<file path="src/verilog/adc_port_pkg.sv">
// Package: constants for the converter host port
package adc_port_pkg;
  localparam int DATA_W        = 12;
  localparam int REG_W         = 10;
  localparam int FIFO_DEPTH    = 16;
  localparam int PTR_W         = 4;
  localparam int ADDR_LO       = 10;
  localparam int ADDR_HI       = 11;
  // Register select codes on the two upper data lines
  localparam logic [1:0] SEL_MODE_CFG = 2'h0;
  localparam logic [1:0] SEL_FIFO_CFG = 2'h1;
  // Field positions of mode_and_channel_config
  localparam int B_VREF        = 0;
  localparam int B_SINGLE      = 1;
  localparam int B_POWER_DOWN  = 2;
  localparam int B_CHAN_LO     = 3;
  localparam int B_DIFF_LO     = 5;
  localparam int B_SCAN        = 7;
  localparam int B_TEST_LO     = 8;
  // Field positions of fifo_and_format_config
  localparam int B_SOFT_RESET  = 0;
  localparam int B_QUEUE_CLEAR = 1;
  localparam int B_LEVEL_LO    = 2;
  localparam int B_DATA_TYPE   = 4;
  localparam int B_DATA_POL    = 5;
  localparam int B_RW          = 6;
  localparam int B_NUM_FORMAT  = 7;
  localparam int B_OFFSET      = 8;
  localparam int B_READBACK    = 9;
  // Reset values
  localparam logic [9:0] MODE_CFG_RESET = 10'h020;
  localparam logic [9:0] FIFO_CFG_RESET = 10'h000;
  // Trigger levels for one channel, indexed by the level field
  localparam logic [4:0] LEVEL_0 = 5'h01;
  localparam logic [4:0] LEVEL_1 = 5'h04;
  localparam logic [4:0] LEVEL_2 = 5'h08;
  localparam logic [4:0] LEVEL_3 = 5'h0E;
  // Test field codes
  localparam logic [1:0] TEST_NORMAL = 2'h0;
  localparam logic [1:0] TEST_REFP   = 2'h1;
  localparam logic [1:0] TEST_MID    = 2'h2;
  localparam logic [1:0] TEST_REFM   = 2'h3;
  // Test voltage codes (binary format)
  localparam logic [11:0] CODE_REFP = 12'hFFF;
  localparam logic [11:0] CODE_MID  = 12'h800;
  localparam logic [11:0] CODE_REFM = 12'h000;
endpackage

</file>
<file path="src/verilog/adc_host_port.sv">
// Host parallel port: register writes, FIFO readout, block-ready pulse
// Function
// - block_ready_n tells host a block of trigger-level size is waiting.
// - Allowed trigger levels depend on channel count; one channel: 1,4,8,14.
// - Block readiness is a one-cycle low pulse, not a level.
// - Read strobe is select_low_n low, select_high high and read_n low together.
// - Two 10-bit control registers program the operating mode.
// - D0-D9 carry value, D10/D11 address; D11 high codes are reserved.
// - Register 0 fields: vref, mode, power-down, channel, diff, scan, test.
// - Register 1 fields: reset, clear, level, type, polarity, rw, format, offset, readback.
// - Reference select resets to zero; zero internal, one external.
// - Continuous mode: one result enters FIFO each conversion clock falling edge.
// - Single mode: clock falling edge holds all selected inputs, starts sequence.
// - Single mode: block ready only once written count reaches trigger level.
// - Power-down bit resets to zero; one powers the converter down.
// - Register writes and FIFO reads still work while powered down.
// - Channel select bits reset to zero and pick the converted input; here they only set the channel count in autoscan.
// - Differential count bits reset to D6 zero, D5 one.
// - Scan bit resets to zero and switches autoscan.
// - Test bits reset to zero and substitute internal test voltages.
// - Test codes: 00 normal, 01 positive ref, 10 midpoint, 11 negative ref.
// - Autoscan writes channels in fixed order, first word is first channel.
`timescale 1ns/10ps
module adc_host_port
#(
  parameter int DEPTH = adc_port_pkg::FIFO_DEPTH,
  parameter int PW    = adc_port_pkg::PTR_W
)
(
  // Clock and reset
  input  wire logic        clk,
  input  wire logic        reset,
  // Host bus
  input  wire logic        select_low_n,
  input  wire logic        select_high,
  input  wire logic        read_n,
  input  wire logic        write_n,
  input  wire logic [11:0] data_in,
  output logic      [11:0] data_out,
  output logic             data_oe_n,
  // Conversion clock or single start
  input  wire logic        conversion_clock_in,
  // Converter result per channel slot
  input  wire logic [11:0] sample_in,
  // Analog front-end controls
  output logic             vref_external,
  output logic             power_down,
  output logic             hold_strobe,
  output logic [1:0]       scan_channel,
  output logic [1:0]       selftest_sel,
  // Block-ready pulse to host
  output logic             block_ready_n
);
  // Pointers wrap by overflow, so the depth must be a power of two
  if (DEPTH != (1 << PW) || DEPTH < adc_port_pkg::FIFO_DEPTH)
  begin : g_depth_check
    $error("adc_host_port: DEPTH must be 2**PW and at least 16");
  end

  typedef struct packed {
    logic [9:0]    mode_and_channel_config;
    logic [9:0]    fifo_and_format_config;
    logic [PW-1:0] wr_ptr;
    logic [PW-1:0] rd_ptr;
    logic [4:0]    pending;
    logic [1:0]    slot;
    logic [1:0]    seq_left;
    logic          read_prev;
    logic          write_prev;
    logic [11:0]   data_out;
    logic          data_oe_n;
    logic          hold_strobe;
    logic          block_ready_n;
  } port_state_t;

  port_state_t st;
  port_state_t next_st;
  logic [11:0] mem [DEPTH];
  logic        conv_fell;
  logic        read_active;
  logic        write_active;
  logic        read_take;
  logic        write_take;
  logic        push;
  logic [11:0] push_word;
  logic [4:0]  level;
  logic [1:0]  nchan_m1;
  logic [1:0]  sel_code;

  edge_detect u_conv_edge
  (
    .clk   (clk),
    .reset (reset),
    .level (conversion_clock_in),
    .fell  (conv_fell)
  );

  // Qualified strobes; taken on the first cycle of each assertion
  assign read_active  = ~select_low_n & select_high & ~read_n;
  assign write_active = ~select_low_n & select_high & ~write_n;
  assign read_take    = read_active & ~st.read_prev;
  assign write_take   = write_active & ~st.write_prev;
  assign sel_code     = data_in[adc_port_pkg::ADDR_HI:adc_port_pkg::ADDR_LO];

  // Channel count minus one from the scan bit and the channel field
  always_comb
  begin
    nchan_m1 = 2'h0;
    if (st.mode_and_channel_config[adc_port_pkg::B_SCAN])
      nchan_m1 = st.mode_and_channel_config[adc_port_pkg::B_DIFF_LO]
               ? st.mode_and_channel_config[adc_port_pkg::B_CHAN_LO +: 2]
               : (st.mode_and_channel_config[adc_port_pkg::B_DIFF_LO + 1]
                  ? st.mode_and_channel_config[adc_port_pkg::B_CHAN_LO +: 2]
                  : st.mode_and_channel_config[adc_port_pkg::B_CHAN_LO +: 2]);
  end

  // Level: single channel uses the fixed table; more channels use multiples of the count
  always_comb
  begin
    level = adc_port_pkg::LEVEL_0;
    if (nchan_m1 == 2'h0)
    begin
      case (st.fifo_and_format_config[adc_port_pkg::B_LEVEL_LO +: 2])
        2'h0:    level = adc_port_pkg::LEVEL_0;
        2'h1:    level = adc_port_pkg::LEVEL_1;
        2'h2:    level = adc_port_pkg::LEVEL_2;
        default: level = adc_port_pkg::LEVEL_3;
      endcase
    end
    else
    begin
      level = 5'({3'h0, nchan_m1} + 5'h01);
      if (st.fifo_and_format_config[adc_port_pkg::B_LEVEL_LO])
        level = 5'(level << 1);
    end
  end

  // Converted word, replaced by a test voltage when a test code is set
  always_comb
  begin
    case (st.mode_and_channel_config[adc_port_pkg::B_TEST_LO +: 2])
      adc_port_pkg::TEST_REFP: push_word = adc_port_pkg::CODE_REFP;
      adc_port_pkg::TEST_MID:  push_word = adc_port_pkg::CODE_MID;
      adc_port_pkg::TEST_REFM: push_word = adc_port_pkg::CODE_REFM;
      default:                 push_word = sample_in;
    endcase
  end

  // One slot per cycle; no conversion while powered down
  assign push = ~st.mode_and_channel_config[adc_port_pkg::B_POWER_DOWN] &
                (st.mode_and_channel_config[adc_port_pkg::B_SINGLE]
                 ? (st.seq_left != 2'h0 || conv_fell)
                 : conv_fell);

  always_comb
  begin
    next_st               = st;
    next_st.read_prev     = read_active;
    next_st.write_prev    = write_active;
    next_st.hold_strobe   = 1'b0;
    next_st.block_ready_n = 1'b1;
    next_st.data_oe_n     = ~read_active;

    // Overflow overwrites the oldest word; the host must keep up with block_ready_n
    if (push)
    begin
      if (st.seq_left == 2'h0)
      begin
        next_st.hold_strobe = st.mode_and_channel_config[adc_port_pkg::B_SINGLE];
        next_st.seq_left    = st.mode_and_channel_config[adc_port_pkg::B_SINGLE] ? nchan_m1 : 2'h0;
      end
      else
        next_st.seq_left = 2'(st.seq_left - 2'h1);
      next_st.wr_ptr = PW'(st.wr_ptr + 1'b1);
      next_st.slot   = (st.slot == nchan_m1) ? 2'h0 : 2'(st.slot + 2'h1);
      if (5'(st.pending + 5'h01) >= level)
      begin
        next_st.pending       = 5'h00;
        next_st.block_ready_n = 1'b0;
      end
      else
        next_st.pending = 5'(st.pending + 5'h01);
    end

    // No empty check: reading an empty queue returns stale data and still advances
    if (read_take)
    begin
      next_st.data_out = mem[st.rd_ptr];
      next_st.rd_ptr   = PW'(st.rd_ptr + 1'b1);
    end

    // Queue clear or soft reset restarts pointers and scan order
    if (st.fifo_and_format_config[adc_port_pkg::B_QUEUE_CLEAR] |
        st.fifo_and_format_config[adc_port_pkg::B_SOFT_RESET])
    begin
      next_st.wr_ptr  = '0;
      next_st.rd_ptr  = '0;
      next_st.pending = 5'h00;
      next_st.slot    = 2'h0;
      next_st.seq_left = 2'h0;
      next_st.fifo_and_format_config[adc_port_pkg::B_QUEUE_CLEAR] = 1'b0;
      next_st.fifo_and_format_config[adc_port_pkg::B_SOFT_RESET]  = 1'b0;
      if (st.fifo_and_format_config[adc_port_pkg::B_SOFT_RESET])
        next_st.mode_and_channel_config = adc_port_pkg::MODE_CFG_RESET;
    end

    // Host write comes last so a new write wins over the self-clear
    // Register writes stay open in power-down
    if (write_take)
    begin
      case (sel_code)
        adc_port_pkg::SEL_MODE_CFG: next_st.mode_and_channel_config = data_in[9:0];
        adc_port_pkg::SEL_FIFO_CFG: next_st.fifo_and_format_config  = data_in[9:0];
        default: ;
      endcase
    end
  end

  always_ff @(posedge clk or posedge reset)
  begin
    if (reset)
    begin
      st.mode_and_channel_config <= adc_port_pkg::MODE_CFG_RESET;
      st.fifo_and_format_config  <= adc_port_pkg::FIFO_CFG_RESET;
      st.wr_ptr        <= '0;
      st.rd_ptr        <= '0;
      st.pending       <= 5'h00;
      st.slot          <= 2'h0;
      st.seq_left      <= 2'h0;
      st.read_prev     <= 1'b0;
      st.write_prev    <= 1'b0;
      st.data_out      <= 12'h000;
      st.data_oe_n     <= 1'b1;
      st.hold_strobe   <= 1'b0;
      st.block_ready_n <= 1'b1;
    end
    else
      st <= next_st;
  end

  // Storage has no reset; the pointers define what is valid
  always_ff @(posedge clk)
  begin
    if (push)
      mem[st.wr_ptr] <= push_word;
  end

  // Outputs from flip-flops; field outputs straight from the registers
  assign data_out      = st.data_out;
  assign data_oe_n     = st.data_oe_n;
  assign block_ready_n = st.block_ready_n;
  assign hold_strobe   = st.hold_strobe;
  assign scan_channel  = st.slot;
  assign vref_external = st.mode_and_channel_config[adc_port_pkg::B_VREF];
  assign power_down    = st.mode_and_channel_config[adc_port_pkg::B_POWER_DOWN];
  assign selftest_sel  = st.mode_and_channel_config[adc_port_pkg::B_TEST_LO +: 2];

  chk_ready_one_cycle: assert property (@(posedge clk) disable iff (reset)
    !block_ready_n |=> block_ready_n) else $error("block ready held low");
  chk_write_mode_reg: assert property (@(posedge clk) disable iff (reset)
    (write_take && sel_code == 2'h0 && !st.fifo_and_format_config[0])
    |=> st.mode_and_channel_config == $past(data_in[9:0])) else $error("mode write lost");
  chk_reserved_ignored: assert property (@(posedge clk) disable iff (reset)
    (write_take && data_in[11] && st.fifo_and_format_config[1:0] == 2'h0) |=>
    $stable(st.mode_and_channel_config) && $stable(st.fifo_and_format_config))
    else $error("reserved write changed registers");
  chk_read_advance: assert property (@(posedge clk) disable iff (reset)
    (read_take && st.fifo_and_format_config[1:0] == 2'h0) |=> st.rd_ptr == $past(st.rd_ptr) + 1'b1)
    else $error("read pointer not advanced");
  chk_read_qualify: assert property (@(posedge clk) disable iff (reset)
    (select_low_n || !select_high || read_n) |=> data_oe_n) else $error("drive without strobe");
  chk_no_push_powered: assert property (@(posedge clk) disable iff (reset)
    (power_down && st.fifo_and_format_config[1:0] == 2'h0) |=> $stable(st.wr_ptr) && block_ready_n)
    else $error("conversion in power down");
  chk_ready_level: assert property (@(posedge clk) disable iff (reset)
    (push && 5'(st.pending + 5'h01) < level && st.fifo_and_format_config[1:0] == 2'h0)
    |=> block_ready_n) else $error("early block ready");
  chk_single_hold: assert property (@(posedge clk) disable iff (reset)
    (push && st.seq_left == 2'h0 && st.mode_and_channel_config[1] &&
     st.fifo_and_format_config[1:0] == 2'h0) |=> hold_strobe) else $error("no hold strobe");
  chk_slot_wrap: assert property (@(posedge clk) disable iff (reset)
    (push && st.slot == nchan_m1 && st.fifo_and_format_config[1:0] == 2'h0
     && !write_take) |=> scan_channel == 2'h0) else $error("scan order broken");
  // Clear bits are left out where they restart the queue on purpose
  chk_soft_reset_mode: assert property (@(posedge clk) disable iff (reset)
    (st.fifo_and_format_config[adc_port_pkg::B_SOFT_RESET] && !write_take)
    |=> st.mode_and_channel_config == adc_port_pkg::MODE_CFG_RESET) else $error("soft reset kept mode");
  chk_clear_self: assert property (@(posedge clk) disable iff (reset)
    (st.fifo_and_format_config[1:0] != 2'h0 && !write_take)
    |=> st.fifo_and_format_config[1:0] == 2'h0 && st.wr_ptr == st.rd_ptr) else $error("queue clear not applied");
  chk_oe_on_read: assert property (@(posedge clk) disable iff (reset)
    read_take |=> !data_oe_n) else $error("no drive on read");
  chk_hold_single_only: assert property (@(posedge clk) disable iff (reset)
    !st.mode_and_channel_config[adc_port_pkg::B_SINGLE] |=> !hold_strobe) else $error("hold in continuous mode");
  cov_block_ready: cover property (@(posedge clk) disable iff (reset) !block_ready_n);
  cov_pd_read: cover property (@(posedge clk) disable iff (reset) read_take && power_down);
  cov_single: cover property (@(posedge clk) disable iff (reset) hold_strobe);
  cov_reserved_write: cover property (@(posedge clk) disable iff (reset) write_take && data_in[adc_port_pkg::ADDR_HI]);
  cov_soft_reset: cover property (@(posedge clk) disable iff (reset) st.fifo_and_format_config[adc_port_pkg::B_SOFT_RESET]);
endmodule // adc_host_port

</file>
<file path="src/verilog/edge_detect.sv">
// Falling-edge detector for a synchronous pin input
`timescale 1ns/10ps
module edge_detect
(
  // Clock and reset
  input  wire logic clk,
  input  wire logic reset,
  // Sampled level and detected fall
  input  wire logic level,
  output logic      fell
);
  typedef struct packed {
    logic last;
  } edge_state_t;

  edge_state_t st;
  edge_state_t next_st;

  always_comb
  begin
    next_st      = st;
    next_st.last = level;
  end

  always_ff @(posedge clk or posedge reset)
  begin
    // Starts low so a pin held low through reset cannot produce a false fall
    if (reset)
      st <= '{last: 1'b0};
    else
      st <= next_st;
  end

  assign fell = st.last & ~level;
endmodule // edge_detect

</file>
<file path="config.mk">
export PLATFORM = sky130hd
export DESIGN_NAME = adc_host_port
export DESIGN_NICKNAME = d
export VERILOG_FILES = /design/src/verilog/adc_port_pkg.sv /design/src/verilog/adc_host_port.sv /design/src/verilog/edge_detect.sv
export SDC_FILE = /design/constraint.sdc
export NUM_CORES = 1
export LEC_CHECK = 0
export ABC_CLOCK_PERIOD_IN_PS = 4750
export BUFFER_PORTS_ARGS = -buffer_cell sky130_fd_sc_hd__buf_2
export CAP_MARGIN = 40
export CORE_MARGIN = 2
export CORE_UTILIZATION = 46
export CTS_BUF_LIST = sky130_fd_sc_hd__clkbuf_4 sky130_fd_sc_hd__clkbuf_8
export CTS_CLUSTER_DIAMETER = 40
export DETAILED_ROUTE_END_ITERATION = 7
export MAX_ROUTING_LAYER = met4
export PLACE_DENSITY = 0.68
export RECOVER_POWER = 25
export SLEW_MARGIN = 5
export SYNTH_ARGS = -nofsm -noshare
export SYNTH_HDL_FRONTEND = slang
export SYNTH_SLANG_ARGS = --single-unit
export TNS_END_PERCENT = 50
</file>
<file path="constraint.sdc">
create_clock -name clk -period 4.75 [get_ports clk]
set_input_delay 0.7125 -clock clk [delete_from_list [all_inputs] [get_ports clk]]
set_output_delay 0.7125 -clock clk [all_outputs]
set_load 0.01 [all_outputs]
</file>
==> run summary <==
VDD IR max - 0.0002736 V
First-pass GRT wire length - 30820 µm
Post-synthesis sequential area ratio - 69.95%
Rel. slew slack - -15.67%
Placer Congestion - 0.8246
1st-pass router iterations - 5
Final routed DRC violation total - 0
Top post-synthesis cells by count - 192 x edfxtp_1, 58 x nand2_1, 45 x dfrtp_1, 29 x mux4_2, 27 x nor2_1
FP Rows - 53
Non-Filler Instances - 953
Failing checks - max-capacitance violations, max-slew violations
Hold Violations, Final - 0
Pwr dens - 550.9 nW/µm²
Cts bufs inserted - 40
Vias/cell - 5.515
Fraction of the cycle the final worst path needs - 57.81%
Pleak - 4.011 nW
WP buf/inv - 0
WL final - 19930 µm
Sink Count - 239
EDFF count, synth - 192
Reg2Reg Depth - 9
Die Ht - 150.9 µm
Worst Hold Class - primary input to async pin
Clk buf depth - 3
Port buffer count - 49
Syn_nets - 618
Area grow syn2layout - 12.89%
Setup slack, reg-to-reg - 2.00 ns
Filler instances - 1715
ANT cells - 0
TNS Setup - 0 ns
DPL Wire Length - 12700 µm
Synth cell types - 54
Total Nets Final - 691
Post-route minimum period - 2.746 ns
CP max FO - 7
Io pins - 52
Slew @ Worst Pin - 1.735 ns
Tot GR Track Use - 18.77%
Worst Clk Skew - 0.01561 ns
Depth of the CTS H-tree - 2
Via count - 5256
Cts hold-fix bufs - 0
Iter 0 DRT Violations - 492
Cells after Synth - 574
Area share of the largest cell type after synthesis - 58.08%
Maxcap violations - 1
Max stage delay on crit path - 0.46 ns
Most frequent cell after synthesis - edfxtp_1
Post-Synthesis Cell Area - 9927 µm²
Critical-path cell list - nand2_1 -> ha_1 -> nor2_1 -> a211oi_1 -> ha_1 -> nand2b_1 -> a211oi_1 -> o2111ai_1 -> o21ai_0
DIE AREA - 22770 µm²
RSZ-0062 raised after global routing - no
Most area-hungry cell type in the Yosys netlist - edfxtp_1
Async S/R FF share, synth - 19.67%
Total gr overflow - 0
Chip width - 150.9 µm
Ys Warns - 0
Initial Util - 47.07%
WL/cell - 20.91 µm
WP data arrival - 3.17 ns
Critical Path RT - 5.18 ns
Buffer count from post-CTS setup fixing - 0
Detail Route Antenna Nets - 0
R2R Path End - st[21]$_DFFE_PP0P_
Core Region - 21090 µm²
Number of global-route vias before repair - 5502
Avg Cell Area, Syn - 17.29 µm²
Slowest CP cell - dfrtp_1
Fmax - 364.2 MHz
CTS clk-pin slew, worst paths - 0.06 ns
Placed insts - 880
Largest delay share family, worst path - compound AO/OA/AOI/OAI gates
Largest net degree at the start of global routing - 31
Setup Viol. Count Final - 0
Startpoint Class - flop
Status - complete, but fails checks
Post_cts resized - 0
Reg2Reg Launch Point - st[51]$_DFF_PP0_
Root Buffer - clkbuf_8
Top cells by area, synth - edfxtp_1 58%, dfrtp_1 11%, mux4_2 6.6%
Max-slew violations - 31
Fraction of layout cells with a size suffix above 1 - 27.43%
Antenna violations before repair - 0
Main synth FF type - edfxtp_1
Flops & latches, synth - 239
Critical path type - flop to flop
CP endpoint kind - flop
CTS tree - yes
Clk_lat worst skew - 0.53 ns
==> layout make-up <==
| type | instances | area (µm²) | share of cell area (%) |
|---|---|---|---|
| flip-flops and latches | 239 | 6945 | 61.97 |
| inverters | 10 | 37.54 | 0.3349 |
| multi-input cells | 284 | 2691 | 24.01 |
| repair buffers | 72 | 380.4 | 3.394 |
| clock inverters | 13 | 95.09 | 0.8485 |
| well taps | 275 | 344.1 | 3.070 |
| clock buffers | 60 | 713.2 | 6.364 |
==> layout by cell type (no fill, tap or decap), drive strengths merged, types with 5 or more instances in the layout <==
cell      n
a21oi     7
a22oi    22
a31oi     5
buf      54
clkbuf   78
clkinv    8
dfrtp    45
edfxtp  192
ha       13
inv      11
mux2     15
mux4     47
nand2    58
nand2b   15
nand3     5
nand4     5
nor2     27
nor3      7
o21ai    13
==> cell families (layout without fill, tap and decap cells) <==
kind of cell             after synthesis  after routing  synth area share (%)
flip-flops                           239            239                 69.95
XOR/XNOR                               8              8                0.7058
AND/OR/NAND/NOR                      134            134                 6.542
multiplexers                          64             64                 13.25
AO/OA/AOI/OAI                         65             65                 4.878
buffers and inverters                 51            155                 3.038
adder cells (fa/ha/maj)               13             13                 1.639
==> state kept, by name, indices dropped and copies added, names as in the netlist <==
name,count
selftest_sel,2
power_down,1
data_out,12
vref_external,1
hold_strobe,1
block_ready_n,1
u_conv_edge.st,1
data_oe_n,1
st,25
mem,192
scan_channel,2
==> worst max-delay path by stage <==
stage,startpoint,endpoint,slack (ns),cells past startpoint
finish,st[51]$_DFF_PP0_,st[21]$_DFFE_PP0P_,2.00,9
global route,st[51]$_DFF_PP0_,st[21]$_DFFE_PP0P_,1.76,9
CTS,st[51]$_DFF_PP0_,st[23]$_DFFE_PP0P_,2.03,9
detailed placement,conversion_clock_in,mem[2][9]$_DFFE_PP_,2.03,6
global placement,conversion_clock_in,mem[0][9]$_DFFE_PP_,1.73,5
floorplan,conversion_clock_in,mem[0][0]$_DFFE_PP_,2.11,4
==> worst reg2reg max path: stages (launching register included) <==
cell	delay (ns)
dfrtp_1	0.46
nand2_1	0.22
ha_1	0.32
nor2_1	0.09
a211oi_1	0.26
ha_1	0.27
nand2b_1	0.14
a211oi_1	0.37
o2111ai_1	0.27
o21ai_0	0.26
==> power by group <==
group          switching [W]  total [W]  internal, W
clock network       0.000792    0.00181      0.00102
registers           0.000263    0.00291      0.00265
logic               0.000793    0.00145     0.000656
==> layer usage <==
| layer | global-route usage (%) | wire [µm] | share of wire [%] | up-vias |
|---|---|---|---|---|
| met5 | - | 0 | 0 | - |
| met1 | 24.34 | 8374 | 42 | 2652 |
| li1 | - | - | - | 2398 |
| met2 | 30.30 | 9740 | 49 | 176 |
| met3 | 3.855 | 1436 | 7.2 | 30 |
| met4 | 5.607 | 380 | 1.9 | 0 |
==> through the flow <==
stage | util [%] | worst slack [ns] | cell area (µm²) | total power (W) | hold WS [ns]
after floorplan | - | 2.109 | 9927 | 0.004054 | 0.4730
after global placement | 49.37 | 1.730 | 10410 | 0.004350 | 0.5018
after detailed placement | 49.60 | 2.029 | 10460 | 0.004434 | 0.5099
after CTS | 53.44 | 2.028 | 11270 | 0.006255 | 0.1605
after global routing | 53.14 | 1.758 | 11210 | 0.006478 | 0.2828
final | 53.14 | 2.004 | 11210 | 0.006174 | 0.2751
(Power assumes the default switching activity.)
